**config.mk**
```make
export PLATFORM = sky130hd
export DESIGN_NAME = dhrs_reset_seq
export DESIGN_NICKNAME = d
export VERILOG_FILES = /design/src/dhrs_pkg.sv /design/src/dhrs_spike_filter.sv /design/src/dhrs_reset_seq.sv
export SDC_FILE = /design/constraint.sdc
export NUM_CORES = 1
export LEC_CHECK = 0
export BUFFER_PORTS_ARGS = -buffer_cell sky130_fd_sc_hd__buf_2
export CAP_MARGIN = 20
export CORE_MARGIN = 2
export CORE_UTILIZATION = 55
export CTS_BUF_LIST = sky130_fd_sc_hd__clkbuf_2 sky130_fd_sc_hd__clkbuf_4 sky130_fd_sc_hd__clkbuf_8
export CTS_CLUSTER_SIZE = 24
export DETAILED_ROUTE_END_ITERATION = 8
export PLACE_DENSITY = 0.78
export SETUP_SLACK_MARGIN = 0.5
export SLEW_MARGIN = 10
export SYNTH_ARGS = -nofsm -noshare
export SYNTH_HDL_FRONTEND = slang
export SYNTH_SLANG_ARGS = --single-unit
export TNS_END_PERCENT = 10
```
**constraint.sdc**
```tcl
create_clock -name clock -period 6.25 [get_ports clock]
set_input_delay 0.625 -clock clock [delete_from_list [all_inputs] [get_ports clock]]
set_output_delay 0.625 -clock clock [all_outputs]
set_load 0.05 [all_outputs]
```
**src/dhrs_pkg.sv**
```systemverilog
package dhrs_pkg;
  // =====================================================
  // clock and timing
  localparam int unsigned CLK_PERIOD_NS   = 50;
  localparam int unsigned SPIKE_TIME_NS   = 5000;    // 5 us
  localparam int unsigned LOAD_TIME_MS    = 5;       // 5 ms
  localparam int unsigned BLANK_TIME_MS   = 120;     // 120 ms
  localparam int unsigned CMD_WAIT_MS     = 5;       // 5 ms
  localparam int unsigned SLEEP_WAIT_MS   = 120;     // 120 ms
  // least times round up, longest times round down
  localparam int unsigned SPIKE_CYCLES    = (SPIKE_TIME_NS + CLK_PERIOD_NS - 1) / CLK_PERIOD_NS;
  localparam int unsigned LOAD_CYCLES     = (LOAD_TIME_MS * 1000000) / CLK_PERIOD_NS;
  localparam int unsigned BLANK_CYCLES    = (BLANK_TIME_MS * 1000000) / CLK_PERIOD_NS;
  localparam int unsigned CMD_WAIT_CYCLES = (CMD_WAIT_MS * 1000000 + CLK_PERIOD_NS - 1) / CLK_PERIOD_NS;
  localparam int unsigned SLEEP_CYCLES    = (SLEEP_WAIT_MS * 1000000 + CLK_PERIOD_NS - 1) / CLK_PERIOD_NS;

  // =====================================================
  // non-volatile settings layout
  localparam int unsigned NVM_WORDS       = 8;
  localparam int unsigned NVM_AW          = 3;
  localparam int unsigned ID_FIRST        = 0;       // three identification bytes
  localparam int unsigned CVOLT_INDEX     = 3;       // common_voltage_setting
  localparam logic [7:0]  SETTING_RESET   = 8'h00;

  typedef enum logic [2:0] {
    DHRS_RUN,
    DHRS_RESET,
    DHRS_LOAD,
    DHRS_FINISH
  } dhrs_state_type;

  typedef struct packed {
    logic hw_reset_active;
    logic display_blank;
    logic loading;
    logic cmd_ok;
    logic sleep_exit_ok;
  } dhrs_status_type;

  typedef struct packed {
    logic              rd_en;
    logic [NVM_AW-1:0] addr;
  } dhrs_nvm_req_type;
endpackage

```
**src/dhrs_spike_filter.sv**
```systemverilog
`timescale 1ns/1ps
module dhrs_spike_filter
  import dhrs_pkg::*;
#(
  parameter int unsigned SPIKE = SPIKE_CYCLES
) (
  input  wire logic clock,
  input  wire logic srst,
  input  wire logic raw_n,
  output logic      filt_n,
  output logic      rise,
  output logic      fall
);
  localparam int unsigned CW = $clog2(SPIKE + 1);
  localparam logic [CW-1:0] LAST = CW'(SPIKE - 1);

  logic [CW-1:0] cnt;
  wire           differ = raw_n != filt_n;
  wire           flip   = differ && (cnt == LAST);

  // =====================================================
  // level changes only after SPIKE steady cycles
  // low and high spike rejection
  always_ff @(posedge clock) begin
    if (srst) begin
      filt_n <= 1'b1;
      cnt    <= '0;
      rise   <= 1'b0;
      fall   <= 1'b0;
    end else begin
      rise   <= flip && raw_n;
      fall   <= flip && !raw_n;
      if (!differ || flip) begin
        cnt <= '0;
      end else begin
        cnt <= cnt + CW'(1);
      end
      if (flip) begin
        filt_n <= raw_n;
      end
    end
  end
endmodule

```
**src/dhrs_reset_seq.sv**
```systemverilog
`timescale 1ns/1ps
module dhrs_reset_seq
  import dhrs_pkg::*;
#(
  parameter int unsigned LOAD_LIMIT  = LOAD_CYCLES,
  parameter int unsigned BLANK_LIMIT = BLANK_CYCLES,
  parameter int unsigned CMD_WAIT    = CMD_WAIT_CYCLES,
  parameter int unsigned SLEEP_WAIT  = SLEEP_CYCLES
) (
  input  wire logic                       clock,
  input  wire logic                       srst,
  input  wire logic                       hw_reset_n,
  input  wire logic                       sleep_out_mode,
  input  wire logic                       nvm_rvalid,
  input  wire logic [7:0]                 nvm_rdata,
  output dhrs_nvm_req_type                nvm_req,
  output dhrs_status_type                 status,
  output logic [NVM_WORDS-1:0][7:0]       settings
);
  localparam int unsigned TW = $clog2(BLANK_LIMIT + SLEEP_WAIT + LOAD_LIMIT + 2);
  localparam logic [NVM_AW-1:0] LAST_ADDR = NVM_AW'(NVM_WORDS - 1);

  function automatic logic reached(input logic [TW-1:0] cnt, input int unsigned lim);
    return cnt >= TW'(lim);
  endfunction

  dhrs_state_type state;
  dhrs_state_type next_state;
  logic           filt_n;
  logic           rel_pulse;
  logic           start_pulse;
  logic           from_sleep_out;
  logic [TW-1:0]  blank_cnt;
  logic [TW-1:0]  since_rel;

  // =====================================================
  // spike filter
  dhrs_spike_filter #(.SPIKE(SPIKE_CYCLES)) dhrs_spike_filter_inst (
    .clock  (clock),
    .srst   (srst),
    .raw_n  (hw_reset_n),
    .filt_n (filt_n),
    .rise   (rel_pulse),
    .fall   (start_pulse)
  );

  // =====================================================
  // decode
  wire last_word  = nvm_rvalid && (nvm_req.addr == LAST_ADDR);
  // cancel ends on load and blanking
  // blanking only runs its full length when reset came in sleep-out
  wire blank_done = !from_sleep_out || reached(blank_cnt, BLANK_LIMIT - 1);
  // gives up one cycle early so the finish cycle still lands inside the limit
  wire load_late  = reached(since_rel, LOAD_LIMIT - 2);

  // a low pin during load or finish starts the reset over
  always_comb begin
    next_state = state;
    case (state)
      DHRS_RUN:    if (!filt_n) next_state = DHRS_RESET;
      DHRS_RESET:  if (rel_pulse) next_state = DHRS_LOAD;
      DHRS_LOAD: begin
        if (!filt_n) next_state = DHRS_RESET;
        else if (last_word || load_late) next_state = DHRS_FINISH;
      end
      DHRS_FINISH: begin
        if (!filt_n) next_state = DHRS_RESET;
        else if (blank_done) next_state = DHRS_RUN;
      end
      default:     next_state = DHRS_RUN;
    endcase
  end

  // =====================================================
  // sequencer state and sleep mode capture
  // mid-length pulse starts reset once filter accepts it
  always_ff @(posedge clock) begin
    if (srst) begin
      state          <= DHRS_RUN;
      from_sleep_out <= 1'b0;
    end else begin
      state <= next_state;
      if (state == DHRS_RUN && start_pulse) begin
        from_sleep_out <= sleep_out_mode;
      end
    end
  end

  // =====================================================
  // blanking and release timers
  // blanking time from reset start
  always_ff @(posedge clock) begin
    if (srst || state == DHRS_RUN) begin
      blank_cnt <= '0;
    end else if (!reached(blank_cnt, BLANK_LIMIT)) begin
      blank_cnt <= blank_cnt + TW'(1);
    end
  end

  always_ff @(posedge clock) begin
    if (srst || !filt_n) begin
      since_rel <= '0;
    end else if (!reached(since_rel, SLEEP_WAIT)) begin
      since_rel <= since_rel + TW'(1);
    end
  end

  // =====================================================
  // settings reload
  // fetch words after every release
  always_ff @(posedge clock) begin
    if (srst) begin
      nvm_req  <= '0;
      settings <= {NVM_WORDS{SETTING_RESET}};
    end else if (state == DHRS_RESET) begin
      // first read leaves with the move into load
      nvm_req.rd_en <= next_state == DHRS_LOAD;
      nvm_req.addr  <= '0;
      settings      <= {NVM_WORDS{SETTING_RESET}};
    end else if (state == DHRS_LOAD && next_state == DHRS_LOAD) begin
      // one read outstanding: the next leaves only once a word has landed
      nvm_req.rd_en <= nvm_rvalid;
      if (nvm_rvalid) begin
        settings[nvm_req.addr] <= nvm_rdata;
        nvm_req.addr           <= nvm_req.addr + NVM_AW'(1);
      end
    end else begin
      nvm_req.rd_en <= 1'b0;
      if (state == DHRS_LOAD && nvm_rvalid) begin
        settings[nvm_req.addr] <= nvm_rdata;
      end
    end
  end

  // =====================================================
  // status outputs
  // sleep exit allowed after 120ms
  always_ff @(posedge clock) begin
    if (srst) begin
      status <= '0;
    end else begin
      status.hw_reset_active <= next_state == DHRS_RESET;
      status.display_blank   <= next_state != DHRS_RUN;
      status.loading         <= next_state == DHRS_LOAD;
      status.cmd_ok          <= filt_n && reached(since_rel, CMD_WAIT - 1) && next_state == DHRS_RUN;
      status.sleep_exit_ok   <= filt_n && reached(since_rel, SLEEP_WAIT - 1) && next_state == DHRS_RUN;
    end
  end

  // =====================================================
  // checks
  logic [TW-1:0] low_run;
  logic [TW-1:0] high_run;
  always_ff @(posedge clock) begin
    if (srst) begin
      low_run  <= '0;
      high_run <= '0;
    end else begin
      // run counters stop at full scale so a long level never wraps into a false alarm
      low_run  <= hw_reset_n ? '0 : low_run + TW'(!(&low_run));
      high_run <= hw_reset_n ? high_run + TW'(!(&high_run)) : '0;
    end
  end

  property p_spike_reject;
    @(posedge clock) disable iff (srst) $fell(filt_n) |-> $past(low_run) >= TW'(SPIKE_CYCLES - 1);
  endproperty
  a_spike_reject: assert property (p_spike_reject) else $error("reset accepted from short low");

  property p_long_reset;
    @(posedge clock) disable iff (srst) (low_run == TW'(SPIKE_CYCLES + 1)) |-> !filt_n;
  endproperty
  a_long_reset: assert property (p_long_reset) else $error("long low pulse not taken as reset");

  property p_glitch_hold;
    @(posedge clock) disable iff (srst) $rose(filt_n) |-> $past(high_run) >= TW'(SPIKE_CYCLES - 1);
  endproperty
  a_glitch_hold: assert property (p_glitch_hold) else $error("high glitch ended reset");

  property p_load_bound;
    @(posedge clock) disable iff (srst) state == DHRS_LOAD |-> since_rel < TW'(LOAD_LIMIT);
  endproperty
  a_load_bound: assert property (p_load_bound) else $error("settings reload too slow");

  property p_blank;
    @(posedge clock) disable iff (srst) state == DHRS_RESET |=> status.display_blank;
  endproperty
  a_blank: assert property (p_blank) else $error("display not blank in reset");

  property p_cancel_bound;
    @(posedge clock) disable iff (srst)
      (state != DHRS_RUN && filt_n) |-> since_rel < TW'(from_sleep_out ? BLANK_LIMIT : LOAD_LIMIT);
  endproperty
  a_cancel_bound: assert property (p_cancel_bound) else $error("reset cancel too long");

  property p_cmd_wait;
    @(posedge clock) disable iff (srst) status.cmd_ok |-> since_rel >= TW'(CMD_WAIT - 1);
  endproperty
  a_cmd_wait: assert property (p_cmd_wait) else $error("command allowed too early");

  property p_sleep_wait;
    @(posedge clock) disable iff (srst) status.sleep_exit_ok |-> status.cmd_ok && since_rel >= TW'(SLEEP_WAIT - 1);
  endproperty
  a_sleep_wait: assert property (p_sleep_wait) else $error("sleep exit allowed too early");

  c_reset:    cover property (@(posedge clock) disable iff (srst) state == DHRS_RESET ##1 state == DHRS_LOAD);
  c_load:     cover property (@(posedge clock) disable iff (srst) state == DHRS_LOAD && last_word);
  c_reenter:  cover property (@(posedge clock) disable iff (srst)
                (state == DHRS_LOAD || state == DHRS_FINISH) ##1 state == DHRS_RESET);
  c_abandon:  cover property (@(posedge clock) disable iff (srst) state == DHRS_LOAD && load_late);
  c_done:     cover property (@(posedge clock) disable iff (srst) $rose(status.sleep_exit_ok));
endmodule

```
==> key figures <==
Run status
  • Status: finished, final reports clean

Worst setup path
  • Reg2reg start: blank_cnt[11]
  • Critical Path RT: 6.61 ns
  • Worst setup SP type: flop
  • Worst path slowest cell: nor4_1
  • Top Family by Delay on Critical Path: simple AND/OR/NAND/NOR gates
  • Setup crit start: blank_cnt[11]
  • Nature of the critical path endpoint: flop
  • Crit path max fanout: 13
  • Slowest stage delay, CP: 0.61 ns
  • Crit Path Category: reg -> reg
  • Crit path buf inv count: 0
  • Crit-path cells: and4_1 > a211oi_1 > o2111ai_1 > nor4_1 > mux2i_1
  • Critical path arrival: 2.75 ns

Floorplanning
  • Chip width: 108 µm
  • Core Footprint: 0.0104 mm²
  • Die Span Y: 108 µm
  • Num rows: 37
  • Starting Density: 0.568
  • Die Area: 0.0116 mm²
  • I/O pin count: 86

Route
  • First DRT Iteration DRCs: 334
  • Highest metal used: met4
  • Remaining antenna violation count: 0
  • Met2 wire length: 6.65 mm
  • Metal-1 WL: 6.03 mm
  • Drt drc: 0
  • Routed wl met3: 853 µm
  • Vias per Instance: 5.77
  • Vias: 5,033
  • Drt total wl: 13.7 mm
  • Drt pass-1 iters: 5
  • Drt wl/cell: 15.7 µm

STA
  • Final Setup Violations: 0
  • Max Clk Rate: 0.419 GHz
  • Slew HR: 0.404
  • Clk_skew: 0.00653 ns
  • Final Hold Fails: 0
  • Final min period: 2.39 ns
  • Final worst slack: 3.86 ns
  • Slew @ Worst Pin: 0.891 ns
  • RSZ-0062 raised after global routing: false
  • Max Slew Vio Count: 0
  • Setup TNS: 0 ns
  • Period Utilization, post-route: 0.382

Power and ir drop
  • Total power: 1.63 mW
  • P_leak: 2.84 nW
  • Peak supply drop: 0.168 mV
  • PwrDens: 241 mW/mm²

CTS
  • CTS tree: built
  • Num CTS Buffers: 17
  • # H-tree levels: 4
  • Clock Sinks: 133
  • Clock transition at path regs: 0.07 ns
  • Clock root cell: clkbuf_8
  • Post-CTS Hold Fix Bufs: 0
  • Post_cts resized: 0
  • Clock Latency Late Sink: 0.43 ns
  • Post-CTS setup buffer count: 0
  • Longest Clk Path Bufs: 2

Placed design
  • Setup WS pre-CTS: 3.78 ns
  • Hpwl dp: 9.55 mm
  • GPL Wtd Cong: 0.835
  • PortBufs: 85

Layout
  • Fill cell total of the finished layout: 849
  • ANT cells: 0
  • Layout area overhead: 14.9%
  • FF+latch area: 0.00266 mm²
  • Ratio of cells with drive above 1 in the final layout: 0.195
  • Area of the multi-input gates: 0.00303 mm²
  • Total Nets Final: 744
  • Util after Layout: 0.653

Yosys
  • Syn nets: 674
  • Async set or reset register ratio after synthesis: 0
  • Number of synthesized flops with an enable pin: 0
  • Syn_area_per_cell: 9.01 µm²
  • Unique masters post-synth: 65
  • Synth area leaders: dfxtp_1 (45%), mux2i_1 (12%), nor2_1 (5.9%), nand2_1 (3.8%), a21oi_1 (3.0%)
  • Synth Instances: 654
  • Most frequent cell after synthesis: dfxtp_1
  • Post-synth top area share: 0.452
  • Post-synthesis sequential area ratio: 0.452
  • Top cells by count, synth: dfxtp_1 (133), nor2_1 (93), mux2i_1 (68)
  • Area of the mapped netlist: 0.00589 mm²
  • Ys flop type: dfxtp_1
  • Register bit total from synthesis: 133
  • Yosys Warn Count: 0
  • Cell taking the most area after synthesis: dfxtp_1

GRT
  • Grt total ovfl: 0
  • Vias in the first global route: 4,799
  • GR Util All Layers: 0.246
  • Largest net degree at the start of global routing: 65
  • Initial antenna violation count: 0
  • Global-route wire length before repair: 22.8 mm

Flow run
  • Max Cap Viol: 0

Worst hold path
  • Hold Crit Class: in -> reg
  • Hold_sp: hw_reset_n
==> cell type report <==
class | instances | share of cell area
timing repair buffer | 87 | 0.0651
clock buffer | 19 | 0.0377
tap | 136 | 0.0251
clock inverter | 13 | 0.0233
sequential | 133 | 0.393
inverter | 14 | 0.00776
multi-input combinational | 471 | 0.448
==> flip-flops by register name (all words and copies together), names as in the netlist <==
register,flops
dhrs_spike_filter_inst.rise,1
since_rel,23
from_sleep_out,1
settings,64
state,3
nvm_req,4
status,5
blank_cnt,23
dhrs_spike_filter_inst.fall,1
dhrs_spike_filter_inst.cnt,7
dhrs_spike_filter_inst.filt_n,1
==> worst paths after layout <==
kind         depth (start not counted)                     endpoint  slack (ns)
max                                  5                blank_cnt[13]        3.86
min                                  2  dhrs_spike_filter_inst.fall        0.43
max reg2reg                          5                blank_cnt[13]        3.86
min reg2reg                          2                 settings[12]        0.47
==> kinds of logic (layout without fill, tap and decap cells) <==
logic type / after synthesis / count (layout) / synth area share
buffers and inverters: 50 / 133 / 0.0355
muxes: 68 / 68 / 0.116
adders and majority gates: 7 / 7 / 0.0149
and+or+nand+nor: 276 / 276 / 0.235
xor gates and xnor gates: 11 / 11 / 0.0164
other: 1 / 1 / 0.000636
AOI/OAI and AO/OA: 108 / 108 / 0.131
DFF: 133 / 133 / 0.452
==> report_power, final <==
part	total [mW]	internal [mW]	switching [mW]
registers	0.854	0.850	0.00402
clock network	0.737	0.407	0.330
logic	0.0433	0.0120	0.0314
total	1.63	1.27	0.366
==> cells in the final DEF (no fill, tap or decap), types with 8 or more instances in the layout <==
cell | netlist | final
dfxtp_1 | 133 | 133
nor2_1 | 93 | 93
buf_2 | 2 | 85
mux2i_1 | 68 | 68
nand2_1 | 59 | 59
a21oi_1 | 35 | 35
nand3_1 | 28 | 28
clkbuf_8 | 0 | 18
or3_1 | 17 | 17
inv_1 | 14 | 14
o21ai_0 | 14 | 14
nand4_1 | 11 | 11
nor3_1 | 10 | 10
xnor2_1 | 9 | 9
and3_1 | 8 | 8
==> layer usage <==
metal | up-vias | global-route usage
li1 | 2473 | -
met1 | 2374 | 0.308
met2 | 164 | 0.408
met3 | 22 | 0.0696
met4 | 0 | 0.0824
met5 | - | 0
==> through the flow <==
step,hold slack (ns),instance area [µm²],cells
after floorplan,0.430,5890,654
after global placement,0.447,6350,840
after detailed placement,0.453,6350,840
after CTS,0.395,6760,872
after global routing,0.407,6770,873
final,0.425,6770,873
Power figures use the tool's default switching activity.
